===== src/hdl/ievs_params.svh =====
`ifndef IEVS_PARAMS_SVH
`define IEVS_PARAMS_SVH

// ****************************************************************
// Widths
// ****************************************************************
`define IEVS_W 16
`define IEVS_DIGITS 5
`define IEVS_BCD_W 20

// ****************************************************************
// Reset values and fixed patterns
// ****************************************************************
`define IEVS_ZERO 16'h0000
`define IEVS_RESERVED 16'hC020
`define IEVS_BIT_ONE 16'h0001

// ****************************************************************
// Event bit positions in the internal event latch
// ****************************************************************
`define IEVS_B_TRIG 13
`define IEVS_B_PASS 12
`define IEVS_B_TRACE_A 8
`define IEVS_B_SWAP 7
`define IEVS_B_FULL 6
`define IEVS_B_SEGMENT 4
`define IEVS_B_TIMEOUT 3
`define IEVS_B_LOCAL 2
`define IEVS_B_DUMP 1
`define IEVS_B_ACQ 0

`endif


===== src/hdl/ievs_pkg.sv =====
`include "ievs_params.svh"

package ievs_pkg;

    // ****************************************************************
    // Host command codes
    // ****************************************************************
    typedef enum logic [1:0] {
        IEVS_CMD_NONE = 2'b00, // No command this cycle
        IEVS_CMD_MASK_WR = 2'b01, // Load the enable mask
        IEVS_CMD_MASK_RD = 2'b10, // Query the enable mask
        IEVS_CMD_LATCH_RD = 2'b11 // Query and clear the event latch
    } ievs_cmd_e;

    // ****************************************************************
    // Carriers
    // ****************************************************************
    // One host command with its value
    typedef struct packed {
        ievs_cmd_e code;
        logic [`IEVS_W-1:0] data;
    } ievs_cmd_s;

    // Event sources from the instrument's own logic
    typedef struct packed {
        logic trig_ready; // Level: trigger armed and ready
        logic pass_hit; // Pulse: pass/fail outcome reached
        logic [3:0] trace_done; // Pulses: trace D, C, B, A finished
        logic medium_swap; // Pulse: storage medium exchanged
        logic medium_full; // Level: storage medium full
        logic save_until_medium_full; // Level: store-until-full mode on
        logic segment_done; // Pulse: one sequence segment taken
        logic xfer_timeout; // Pulse: block transfer timed out
        logic remote_mode; // Level: under remote control
        logic dump_done; // Pulse: screen dump finished
        logic acq_done; // Pulse: new acquisition complete
    } ievs_events_s;

    // One answer to a query
    typedef struct packed {
        logic valid;
        ievs_cmd_e kind;
        logic [`IEVS_W-1:0] value;
        logic [`IEVS_BCD_W-1:0] bcd;
    } ievs_resp_s;

endpackage


===== src/hdl/ievs_edge.sv =====
`timescale 1ns/1ns

// ****************************************************************
// Edge detector for a same-clock level
// ****************************************************************
module ievs_edge #(
    parameter bit RISING = 1'b1
) (
    input wire logic mclk_in,
    input wire logic rst_in,
    input wire logic level_in,
    output logic pulse_out
);
    logic prev_q; // Level seen on the last edge

    // Remember the level; reset to low
    always_ff @(posedge mclk_in)
    begin
        if (rst_in)
            prev_q <= 1'b0;
        else
            prev_q <= level_in;
    end

    // One-cycle pulse on the chosen edge
    assign pulse_out = RISING ? (level_in & ~prev_q) : (~level_in & prev_q);

endmodule // ievs_edge


===== src/hdl/ievs_sticky.sv =====
`timescale 1ns/1ns

// ****************************************************************
// One sticky event bit, set over clear
// ****************************************************************
module ievs_sticky (
    input wire logic mclk_in,
    input wire logic rst_in,
    input wire logic set_in,
    input wire logic clr_in,
    output logic q_out
);
    logic bit_q; // Stored event
    logic bit_d; // Next value

    // A set in the clearing cycle survives
    assign bit_d = set_in | (bit_q & ~clr_in);

    // Store; reset to clear
    always_ff @(posedge mclk_in)
    begin
        if (rst_in)
            bit_q <= 1'b0;
        else
            bit_q <= bit_d;
    end

    assign q_out = bit_q;

endmodule // ievs_sticky


===== src/hdl/ievs_top.sv =====
`timescale 1ns/1ns
`include "ievs_params.svh"

// Operation
// - 16-bit enable mask written and read back
// - Summary bit when enabled event is set
// - Latch query returns contents then clears
// - Bits 15 and 14 read zero
// - Bit 5 reads zero
// - Bit 13 trigger ready, 12 pass/fail
// - Bits 11..8 trace D..A processing done
// - Bit 7 on storage medium exchange
// - Bit 6 medium full in store-until-full mode
// - Bit 4 per sequence segment acquired
// - Bit 3 on block transfer time-out
// - Bit 2 on return to local
// - Bit 1 when screen dump finishes
// - Bit 0 on each new acquisition
// - Latch reported as one decimal value
module ievs_top (
    input wire logic mclk_in,
    input wire logic rst_in,
    input wire ievs_pkg::ievs_cmd_s cmd_in,
    input wire ievs_pkg::ievs_events_s events_in,
    output ievs_pkg::ievs_resp_s resp_out,
    output logic event_summary_bit_out
);

    // ****************************************************************
    // Declarations
    // ****************************************************************
    logic [`IEVS_W-1:0] event_enable_mask_q; // Enable mask
    logic [`IEVS_W-1:0] event_enable_mask_d; // Its next value
    logic [`IEVS_W-1:0] internal_event_latch; // Sticky events
    logic [`IEVS_W-1:0] set_vec; // Events arriving now
    logic [`IEVS_W-1:0] enabled_events; // Events passing the mask
    ievs_pkg::ievs_resp_s resp_q; // Registered answer
    ievs_pkg::ievs_resp_s resp_d; // Next answer
    logic [`IEVS_W-1:0] resp_value; // Value chosen for the answer
    logic is_mask_wr; // Mask load decoded
    logic is_mask_rd; // Mask query decoded
    logic is_latch_rd; // Latch query decoded
    logic is_query; // Any query
    logic trig_pulse; // Trigger became ready
    logic full_pulse; // Medium became full
    logic full_event; // Full while store-until-full on
    logic local_pulse; // Remote control dropped

    // ****************************************************************
    // Decimal conversion
    // ****************************************************************
    // Shift-and-add-three binary to five decimal digits
    function automatic logic [`IEVS_BCD_W-1:0] to_bcd(input logic [`IEVS_W-1:0] bin);
        logic [`IEVS_BCD_W+`IEVS_W-1:0] sh;
        sh = {{`IEVS_BCD_W{1'b0}}, bin};
        for (int i = 0; i < `IEVS_W; i++)
        begin
            for (int k = 0; k < `IEVS_DIGITS; k++)
            begin
                // Digit above four gets three added before the shift
                if (sh[`IEVS_W + 4*k +: 4] > 4'h4)
                    sh[`IEVS_W + 4*k +: 4] = sh[`IEVS_W + 4*k +: 4] + 4'h3;
            end
            sh = sh << 1;
        end
        return sh[`IEVS_BCD_W+`IEVS_W-1:`IEVS_W];
    endfunction

    // ****************************************************************
    // Command decode
    // ****************************************************************
    assign is_mask_wr = (cmd_in.code == ievs_pkg::IEVS_CMD_MASK_WR);
    assign is_mask_rd = (cmd_in.code == ievs_pkg::IEVS_CMD_MASK_RD);
    assign is_latch_rd = (cmd_in.code == ievs_pkg::IEVS_CMD_LATCH_RD);
    assign is_query = is_mask_rd | is_latch_rd;

    // ****************************************************************
    // Level events turned into one-cycle pulses
    // ****************************************************************
    // Trigger ready on its rising edge
    ievs_edge #(
        .RISING(1'b1)
    ) u_trig_edge (
        .mclk_in(mclk_in),
        .rst_in(rst_in),
        .level_in(events_in.trig_ready),
        .pulse_out(trig_pulse)
    );

    // Medium full on its rising edge
    ievs_edge #(
        .RISING(1'b1)
    ) u_full_edge (
        .mclk_in(mclk_in),
        .rst_in(rst_in),
        .level_in(events_in.medium_full),
        .pulse_out(full_pulse)
    );

    // Return to local on the falling edge of remote mode
    ievs_edge #(
        .RISING(1'b0)
    ) u_local_edge (
        .mclk_in(mclk_in),
        .rst_in(rst_in),
        .level_in(events_in.remote_mode),
        .pulse_out(local_pulse)
    );

    // Full counts only while store-until-full mode is on
    assign full_event = full_pulse & events_in.save_until_medium_full;

    // ****************************************************************
    // Event set vector
    // ****************************************************************
    // Reserved positions never see a set
    always_comb
    begin
        set_vec = `IEVS_ZERO;
        set_vec[`IEVS_B_TRIG] = trig_pulse;
        set_vec[`IEVS_B_PASS] = events_in.pass_hit;
        set_vec[`IEVS_B_TRACE_A +: 4] = events_in.trace_done;
        set_vec[`IEVS_B_SWAP] = events_in.medium_swap;
        set_vec[`IEVS_B_FULL] = full_event;
        set_vec[`IEVS_B_SEGMENT] = events_in.segment_done;
        set_vec[`IEVS_B_TIMEOUT] = events_in.xfer_timeout;
        set_vec[`IEVS_B_LOCAL] = local_pulse;
        set_vec[`IEVS_B_DUMP] = events_in.dump_done;
        set_vec[`IEVS_B_ACQ] = events_in.acq_done;
    end

    // ****************************************************************
    // Internal event latch
    // ****************************************************************
    // Sticky cells on implemented bits, zero on reserved ones
    for (genvar i = 0; i < `IEVS_W; i++)
    begin : g_latch
        if (((`IEVS_RESERVED >> i) & `IEVS_BIT_ONE) != `IEVS_ZERO)
        begin : g_reserved
            assign internal_event_latch[i] = 1'b0;
        end
        else
        begin : g_event
            // Set over clear; cleared by a latch query
            ievs_sticky u_bit (
                .mclk_in(mclk_in),
                .rst_in(rst_in),
                .set_in(set_vec[i]),
                .clr_in(is_latch_rd),
                .q_out(internal_event_latch[i])
            );
        end
    end

    // ****************************************************************
    // Enable mask
    // ****************************************************************
    // Full 16-bit value loaded as given
    assign event_enable_mask_d = is_mask_wr ? cmd_in.data : event_enable_mask_q;

    // Mask storage; cleared by reset
    always_ff @(posedge mclk_in)
    begin
        if (rst_in)
            event_enable_mask_q <= `IEVS_ZERO;
        else
            event_enable_mask_q <= event_enable_mask_d;
    end

    // ****************************************************************
    // Summary bit
    // ****************************************************************
    assign enabled_events = internal_event_latch & event_enable_mask_q;
    assign event_summary_bit_out = |enabled_events;

    // ****************************************************************
    // Query answers
    // ****************************************************************
    // Latch contents before the clear, or the mask as stored
    assign resp_value = is_latch_rd ? internal_event_latch : event_enable_mask_q;
    assign resp_d.valid = is_query;
    assign resp_d.kind = cmd_in.code;
    assign resp_d.value = resp_value;
    assign resp_d.bcd = to_bcd(resp_value);

    // Answer register; one cycle after the query
    always_ff @(posedge mclk_in)
    begin
        if (rst_in)
            resp_q <= '0;
        else
            resp_q <= resp_d;
    end

    assign resp_out = resp_q;

    // ****************************************************************
    // Checks
    // ****************************************************************
    logic [16:0] bcd_back; // Decimal answer turned back to binary

    // Weighted sum of the answer digits
    assign bcd_back = 17'(resp_q.bcd[19:16]) * 17'h02710
        + 17'(resp_q.bcd[15:12]) * 17'h003E8
        + 17'(resp_q.bcd[11:8]) * 17'h00064
        + 17'(resp_q.bcd[7:4]) * 17'h0000A
        + 17'(resp_q.bcd[3:0]);
endmodule // ievs_top


===== config.mk =====
export PLATFORM = sky130hd
export DESIGN_NAME = ievs_top
export DESIGN_NICKNAME = d
export VERILOG_FILES = /design/src/hdl/ievs_pkg.sv /design/src/hdl/ievs_edge.sv /design/src/hdl/ievs_sticky.sv /design/src/hdl/ievs_top.sv
export VERILOG_INCLUDE_DIRS = /design/src /design/src/hdl
export SDC_FILE = /design/constraint.sdc
export NUM_CORES = 1
export LEC_CHECK = 0
export ABC_CLOCK_PERIOD_IN_PS = 29700
export BUFFER_PORTS_ARGS = -buffer_cell sky130_fd_sc_hd__buf_4
export CORE_MARGIN = 10
export CORE_UTILIZATION = 55
export CTS_CLUSTER_DIAMETER = 50
export DETAILED_ROUTE_END_ITERATION = 8
export PLACE_DENSITY = 0.72
export SLEW_MARGIN = 20
export SYNTH_ARGS = -nofsm -noshare
export SYNTH_HDL_FRONTEND = slang
export SYNTH_SLANG_ARGS = --single-unit

===== constraint.sdc =====
create_clock -name mclk_in -period 29.7 [get_ports mclk_in]
set_clock_uncertainty 0.1 [all_clocks]
set_input_delay 2.97 -clock mclk_in [delete_from_list [all_inputs] [get_ports mclk_in]]
set_output_delay 2.97 -clock mclk_in [all_outputs]
set_load 0.005 [all_outputs]

After elaboration in Yosys (flattened, before gate mapping):

Cells that the tools add are included.

* output and inout port bits: 40
* word-level logic and storage cells: 257
* input port bits: 34
* flip-flop bits (word level): 71

* multiplexer cells: 66
* magnitude comparators: 65
* bitwise operators: 36
* add/subtract/negate cells: 65
* reduce and logical (&&, ||, !) cells: 1
* eq/ne operators: 3

Operators with widths (number)
* $gt 4x3->1 const B: 60
* $mux 4: 51
* $add 4x2->4 const B: 50
* $mux 3: 14
* $add 3x2->3 const B: 10
* $and 1x1->1: 17
* $and 14x16->16: 1
* $mux 16: 1
* $reduce_or 16->1: 1
* $or 1x1->1: 14
* $add 1x2->3 const AB: 3
* $gt 1x3->1 const AB: 3
* $add 1x2->3 const B: 2
* $gt 1x3->1 const B: 2
* $eq 2x2->1 const B: 2
* $not 1->1: 4
* $eq 2x1->1 const B: 1

Longest topological paths before layout:

Gate-level depths: netlist (run 1).

* depth in word-level cells: 32
* gate-level depth with buffers: 59
* depth with buffers taken out: 53

Cells and area by module:

A second synthesis (run 1) with hierarchy kept.

* cell total of the unflattened synthesis: 1029
* area total of the unflattened synthesis: 7911.3 µm²

Modules (own cells, without submodules)
* ievs_top: seq. area each 1081.0 µm², area each 7277.0 µm², instances 1, cells each 968
* ievs_sticky: seq. area each 20.0 µm², area each 38.8 µm², instances 13, cells each 4
* ievs_edge (u_full_edge ...): seq. area each 20.0 µm², area each 47.5 µm², instances 2, cells each 3
* ievs_edge (u_local_edge): seq. area each 20.0 µm², area each 35.0 µm², instances 1, cells each 3

Worst setup path after synthesis (run 1):

Ideal clock, no wire load.

* path kind: input-to-reg
* start: input cmd_in[16] (netlist name)
* end: register resp_q (netlist bit resp_out[6])
* library setup time: 63 ps
* buffers on the path: 5
* arrival time: 13454 ps
* setup slack: 16083 ps
* stages: 55
* required time: 29537 ps
* path through: buf_6 > buf_4 > nand2_1 > buf_2 > buf_1 > clkbuf_1 > nor2_1 > a21oi_1 > ha_1 > nand2b_1 > xor2_2 > a2111oi_2 > o21ai_1 > o2111ai_4 > inv_4 > ha_1 > inv_1 > nand2_1 > [19 not listed] > ha_1 > inv_1 > or3_1 > a32oi_1 > o21ai_1 > xor2_1 > ha_1 > a21oi_1 > nor2_1 > xnor2_1 > ha_1 > inv_1 > a31oi_2 > xnor2_1 > ha_1 > o21ai_2 > mux2_4 > nor2_2

* cells in the longest elaborated chain, start to end: 32
* elaborated cells between the ends (all ways): 83
* those cells by class: add/sub (27); order compare (27); eq/ne (1); mux (28)

Ends and longest elaborated chain
* start: declaration: line ievs_top.sv:23 `input wire ievs_pkg::ievs_cmd_s cmd_in,`
* $eq 2x2->1 *: line ievs_top.sv:74 `assign is_latch_rd = (cmd_in.code == ievs_pkg::IEVS_CMD_LATCH_RD);`
* $mux 16 *: line ievs_top.sv:180 `assign resp_value = is_latch_rd ? internal_event_latch : event_enable_mask_q;`
* $gt 1x3->1 or $add 1x2->3 (tied branches): line ievs_top.sv:61, ievs_top.sv:62
* $mux 3: line ievs_top.sv:61 `` if (sh[`IEVS_W + 4*k +: 4] > 4'h4) ``
* $add 4x2->4 or $gt 4x3->1 (tied branches): line ievs_top.sv:62, ievs_top.sv:61
* $mux 4: line ievs_top.sv:61
* $add 4x2->4 or $gt 4x3->1 (tied branches): line ievs_top.sv:62, ievs_top.sv:61
* $mux 4: line ievs_top.sv:61
* [16 not listed]
* $add 4x2->4 or $gt 4x3->1 (tied branches): line ievs_top.sv:62, ievs_top.sv:61
* $mux 4: line ievs_top.sv:61
* $add 4x2->4 or $gt 4x3->1 (tied branches): line ievs_top.sv:62, ievs_top.sv:61
* $mux 4: line ievs_top.sv:61
* $add 4x2->4 or $gt 4x3->1 (tied branches): line ievs_top.sv:62, ievs_top.sv:61
* $mux 4: line ievs_top.sv:61
* $add 4x2->4 or $gt 4x3->1 (tied branches): line ievs_top.sv:62, ievs_top.sv:61
* $mux 4 *: line ievs_top.sv:61
* end signal: assignment: line ievs_top.sv:192 `resp_q <= resp_d;`
* end: declaration: line ievs_top.sv:37 `ievs_pkg::ievs_resp_s resp_q;`

Every way passes the cells marked *; elsewhere a longest branch is shown, timed or not.
A chain may end at the register's enable or synchronous reset.

Worst setup path after layout (run 1):

Ends and elaborated chain as after synthesis.

==> impl_metrics.json, run 1 <==
{
  "core-area_um2": 12600,
  "slowest_stage": "nor4_2",
  "required_ps": 29870,
  "dp_hpwl_um": 14200,
  "post-route-min-period_ps": 14420,
  "slowest_delay_ps": 610,
  "grt_max_degree": 74,
  "max-cap-violations": 0,
  "setup_tns_ps": 0,
  "initial_core_util": 0.563,
  "path_common_cell": "ha_1",
  "end_kind": "register",
  "yosysSeqAreaShare": 0.197,
  "status": "finished, final reports clean",
  "clock_latency_ps": 340,
  "synthCells": 929,
  "slew_headroom": 0.335,
  "synth_top_area_frac": 0.197,
  "synth.distinct_cells": 115,
  "synth_nets": 993,
  "htree_levels": 3,
  "overflow": 0,
  "fmax_mhz": 69.4,
  "die_h_um": 134,
  "antenna_left": 0,
  "yosys.area.top_type": "dfxtp_1",
  "maxSlewViolCount": 0,
  "netlist_area_um2": 7100,
  "avgViaCountPerCell": 6.37,
  "fin_ws_ps": 15280,
  "clk_pin_slew_ps": 50,
  "dieArea_um2": 17900,
  "cp.arrival_ps": 14590,
  "port_buffers": 73,
  "ys.flop_type": "dfxtp_1",
  "io_pins": 74,
  "nets": 1033,
  "grt_usage": 0.208,
  "cts_buffers": 9,
  "yosysWarnings": 0,
  "regToRegSetupSlack_ps": 17870,
  "antenna_found_initial": 0,
  "wirelength_um": 19100,
  "cts_resized": 0,
  "area_delta_synth_final_pct": 11.5,
  "die_w_um": 134,
  "drtIter0Drc": 846,
  "drc": 0,
  "cts_root_buffer": "clkbuf_16",
  "grt_pass1_vias": 6570,
  "rsz0062_at_grt": "false",
  "drive_gt1_frac": 0.174,
  "cp-start-kind": "input port",
  "postCtsHoldBufs": 0,
  "cts_sinks": 70,
  "dp_slack_ps": 15140,
  "critPathMaxFanout": 31,
  "synth_area_per_cell_um2": 7.64,
  "cts_buffer_depth": 2,
  "cts_setup_buffers": 0,
  "ys_top_cells_by_area": "dfxtp_1, a21oi_1, ha_1, nor2_1, nand2_1",
  "worst_pin_slew_ps": 991,
  "ys_ff_latch": 70,
  "wl_per_cell_um": 16.7,
  "setup_viol": 0,
  "vias": 7299,
  "cts_tree": "done",
  "period_share": 0.485,
  "timing_worst_setup_path_type": "input port to register",
  "finalHoldViolations": 0,
  "fillers": 1179,
  "async_reset_ff_frac": 0,
  "synth_edf_count": 0,
  "finalWeightedCongestion": 0.962,
  "fp-row-count": 41,
  "antenna_cells": 0,
  "dr.pass1.iters": 6,
  "grt_pass1_wl_um": 32300,
  "hp-class": "register to register"
}
## state kept, by name, summed over array words and instances (netlist names)
signal,cells
resp_out,38
event_enable_mask_q,16
g_latch.g_event.u_bit.q_out,13
u_full_edge.prev_q,1
u_local_edge.prev_q,1
u_trig_edge.prev_q,1
## cells in the mapped netlist (7+ instances only)
library cell	instances
a211oi_1	18
a21oi_1	76
and2_1	8
and3_1	8
buf_2	14
clkbuf_1	20
dfxtp_1	70
ha_1	30
inv_1	26
mux2_2	9
mux2i_1	24
nand2_1	91
nand2b_1	10
nand3_1	28
nand4_1	11
nor2_1	98
nor2b_1	19
nor3_1	25
nor4_1	7
o2111ai_1	10
o211ai_1	24
o21a_1	8
o21ai_0	24
o21ai_1	17
o31ai_1	8
or2_2	7
or3_1	12
xnor2_1	12
xor2_1	11
## final timing paths
check	start	to	depth (start not counted)
min	event_enable_mask_q[5]$_SDFFE_PP0N_	event_enable_mask_q[5]$_SDFFE_PP0N_	2
min reg2reg	event_enable_mask_q[5]$_SDFFE_PP0N_	event_enable_mask_q[5]$_SDFFE_PP0N_	2
max	cmd_in[16]	resp_out[6]$_SDFF_PP0_	52
max reg2reg	event_enable_mask_q[13]$_SDFFE_PP0N_	resp_out[6]$_SDFF_PP0_	49
## worst max-delay path: cells and delay by family
kind / cells / cell delay (ps)
compound gates: 19 / 4150
fa+ha+maj: 9 / 2750
simple gates: 12 / 2130
buf+inv: 7 / 1240
xor+xnor: 4 / 1040
mux: 1 / 320
## final cells by class
class | instances | area, um2 | share of cell area
multi-input cells | 781 | 5330 | 0.673
flip-flops and latches | 70 | 1400 | 0.177
repair buffers | 78 | 586 | 0.0740
clock buffers | 9 | 225 | 0.0284
well taps | 172 | 215 | 0.0272
inverters | 29 | 111 | 0.0141
clock inverters | 6 | 47.5 | 0.00601
## cells by family after synthesis
group | synth area share
AO/OA/AOI/OAI | 0.336
XOR/XNOR | 0.0307
adder cells (fa/ha/maj) | 0.0557
buffers and inverters | 0.0525
flip-flops | 0.197
multiplexers | 0.0599
AND/OR/NAND/NOR | 0.268
## routing by layer
metal / part of all wire / up-vias / GRT usage
li1: - / 3611 / -
met1: 0.47 / 3399 / 0.286
met2: 0.45 / 259 / 0.320
met3: 0.069 / 30 / 0.0474
met4: 0.013 / 0 / 0.0508
met5: 0 / - / 0
## stage by stage
step                      cell area, um2  cells  utilization  hold slack, ps
after floorplan                     7100    929            -             345
after global placement              7640   1130        0.605             354
after detailed placement            7640   1130        0.605             363
after CTS                           7910   1145        0.627             370
after global routing                7920   1145        0.627             382
final                               7920   1145        0.627             371
## cell usage in the layout, fill, tap and decap left out, types with 9 or more instances in the layout
| cell | n |
|---|---|
| nor2_1 | 98 |
| nand2_1 | 91 |
| buf_4 | 78 |
| a21oi_1 | 76 |
| dfxtp_1 | 70 |
| ha_1 | 30 |
| nand3_1 | 28 |
| inv_1 | 26 |
| nor3_1 | 25 |
| o21ai_0 | 24 |
| o211ai_1 | 24 |
| mux2i_1 | 24 |
| a211oi_1 | 18 |
| nor2b_1 | 18 |
| o21ai_1 | 17 |
| xnor2_1 | 12 |
| or3_1 | 12 |
| nand4_1 | 11 |
| xor2_1 | 11 |
| nand2b_1 | 10 |
| o2111ai_1 | 10 |
| mux2_2 | 9 |
| clkbuf_16 | 9 |
Power of run 1 is not shown: default switching activity piles up to over one toggle a cycle in this logic, so the estimate is an artifact.
==> run 2: changes to the inputs <==
- ABC_CLOCK_PERIOD_IN_PS: 29700 -> 13800
- clock period: 29.7 -> 13.8 ns (I/O delays scaled with it)
==> run 2 against run 1 <==
  * Die area is the same
  * Flip-flop and latch count is the same
  * Setup slack lost 14000 ps
  * Critical path depth shrank 2
  * Highest routed layer unchanged
  * Critical endpoint unchanged
  * Critical path type unchanged
  * Core utilization grew 0.15 points
  * Routed wire length grew 1.6%
  * Cell area grew 0.24%
  * Sequential share of layout area is essentially flat
  * Global-route usage grew 0.42 points
==> impl_metrics.json, run 2 (same netlist as run 1, synthesis figures left out) <==
{
  "dp_hpwl_um": 14500,
  "wl_per_cell_um": 16.9,
  "die_w_um": 134,
  "dieArea_um2": 17900,
  "slowest_delay_ps": 500,
  "dr.pass1.iters": 5,
  "post-route-min-period_ps": 12500,
  "layout_common_cells": "nor2_1, nand2_1, buf_4",
  "cts_buffer_depth": 2,
  "max-cap-violations": 0,
  "r2r_cells": 49,
  "grt_pass1_vias": 6836,
  "initial_core_util": 0.563,
  "cts_buffers": 9,
  "antenna_cells": 0,
  "critPathBufInv": 6,
  "area_delta_synth_final_pct": 11.7,
  "vias": 7318,
  "io_pins": 74,
  "cp-start-kind": "input port",
  "clock_latency_ps": 340,
  "slew_headroom": 0.315,
  "cts_setup_buffers": 0,
  "antenna_found_initial": 0,
  "required_ps": 13980,
  "cts_root_buffer": "clkbuf_16",
  "timing_worst_setup_path_type": "input port to register",
  "period_share": 0.905,
  "maxSlewViolCount": 0,
  "crit_family": "compound AO/OA/AOI/OAI gates",
  "cp.arrival_ps": 12670,
  "r2r_end": "resp_out[6]$_SDFF_PP0_",
  "r2r-start": "event_enable_mask_q[13]$_SDFFE_PP0N_",
  "cp-startpoint": "cmd_in[16]",
  "clk_pin_slew_ps": 60,
  "finalHoldViolations": 0,
  "wirelength_um": 19400,
  "path_common_cell": "ha_1",
  "finalWeightedCongestion": 0.931,
  "hp-class": "register to register",
  "grt_pass1_wl_um": 32700,
  "layout_commonest_cell": "nor2_1",
  "worst_pin_slew_ps": 1020,
  "drtIter0Drc": 715,
  "setup_tns_ps": 0,
  "grt_usage": 0.212,
  "drive_gt1_frac": 0.175,
  "cp_num_cells": 50,
  "grt_max_degree": 74,
  "postCtsHoldBufs": 0,
  "drc": 0,
  "largest_reg_flops": 38,
  "fp-row-count": 41,
  "rsz0062_at_grt": "false",
  "port_buffers": 73,
  "cts_sinks": 70,
  "status": "finished, final reports clean",
  "fmax_mhz": 80.0,
  "regToRegSetupSlack_ps": 2050,
  "core-area_um2": 12600,
  "die_h_um": 134,
  "htree_levels": 3,
  "end_kind": "register",
  "overflow": 0,
  "avgViaCountPerCell": 6.37,
  "critPathMaxFanout": 18,
  "cts_resized": 0,
  "nets": 1035,
  "crit_path_end": "resp_out[6]$_SDFF_PP0_",
  "antenna_left": 0,
  "cts_tree": "done",
  "dp_slack_ps": 1150,
  "fin_ws_ps": 1300,
  "setup_viol": 0,
  "slowest_stage": "ha_1"
}
==> run 2: area by class of cell <==
type,count,area (um2)
multi-input cells,781,5330
fillers,1184,4680
flip-flops and latches,70,1400
repair buffers,80,601
clock buffers,11,243
well taps,172,215
inverters,29,111
clock inverters,5,33.8
==> run 2: metrics by stage <==
| stage | instances | instance area [um2] | utilization | hold slack, ps |
|---|---|---|---|---|
| global placement | 1132 | 7660 | 0.607 | 357 |
| detailed placement | 1132 | 7660 | 0.607 | 359 |
| CTS | 1148 | 7930 | 0.629 | 374 |
| global route | 1148 | 7940 | 0.629 | 398 |
| floorplan | 929 | 7100 | - | 345 |
| finish | 1148 | 7940 | 0.629 | 370 |
==> run 2: how the worst min path moves through the flow <==
stage                                              startpoint                                    endpoint  depth (start not counted)
floorplan           g_latch[0].g_event.u_bit.q_out$_SDFF_PP0_                     resp_out[20]$_SDFF_PP0_                          2
global placement                u_trig_edge.prev_q$_SDFF_PP0_  g_latch[13].g_event.u_bit.q_out$_SDFF_PP0_                          2
detailed placement              u_trig_edge.prev_q$_SDFF_PP0_  g_latch[13].g_event.u_bit.q_out$_SDFF_PP0_                          2
CTS                             u_trig_edge.prev_q$_SDFF_PP0_  g_latch[13].g_event.u_bit.q_out$_SDFF_PP0_                          2
global route              event_enable_mask_q[5]$_SDFFE_PP0N_         event_enable_mask_q[5]$_SDFFE_PP0N_                          2
finish                    event_enable_mask_q[7]$_SDFFE_PP0N_         event_enable_mask_q[7]$_SDFFE_PP0N_                          2
==> run 2: tightest hold or removal path, cell delays in order (launching register included) <==
cell     delay, ps
dfxtp_1        320
nand2_1         50
a21oi_1         50
==> run 2: routing by layer <==
| layer | wire length (um) | vias up | GRT usage |
|---|---|---|---|
| met1 | 9160 | 3413 | 0.279 |
| met3 | 1160 | 35 | 0.0459 |
| li1 | - | 3628 | - |
| met4 | 408 | 0 | 0.0732 |
| met5 | 0 | - | 0 |
| met2 | 8700 | 242 | 0.335 |
Power of run 2 is left out for the same reason.
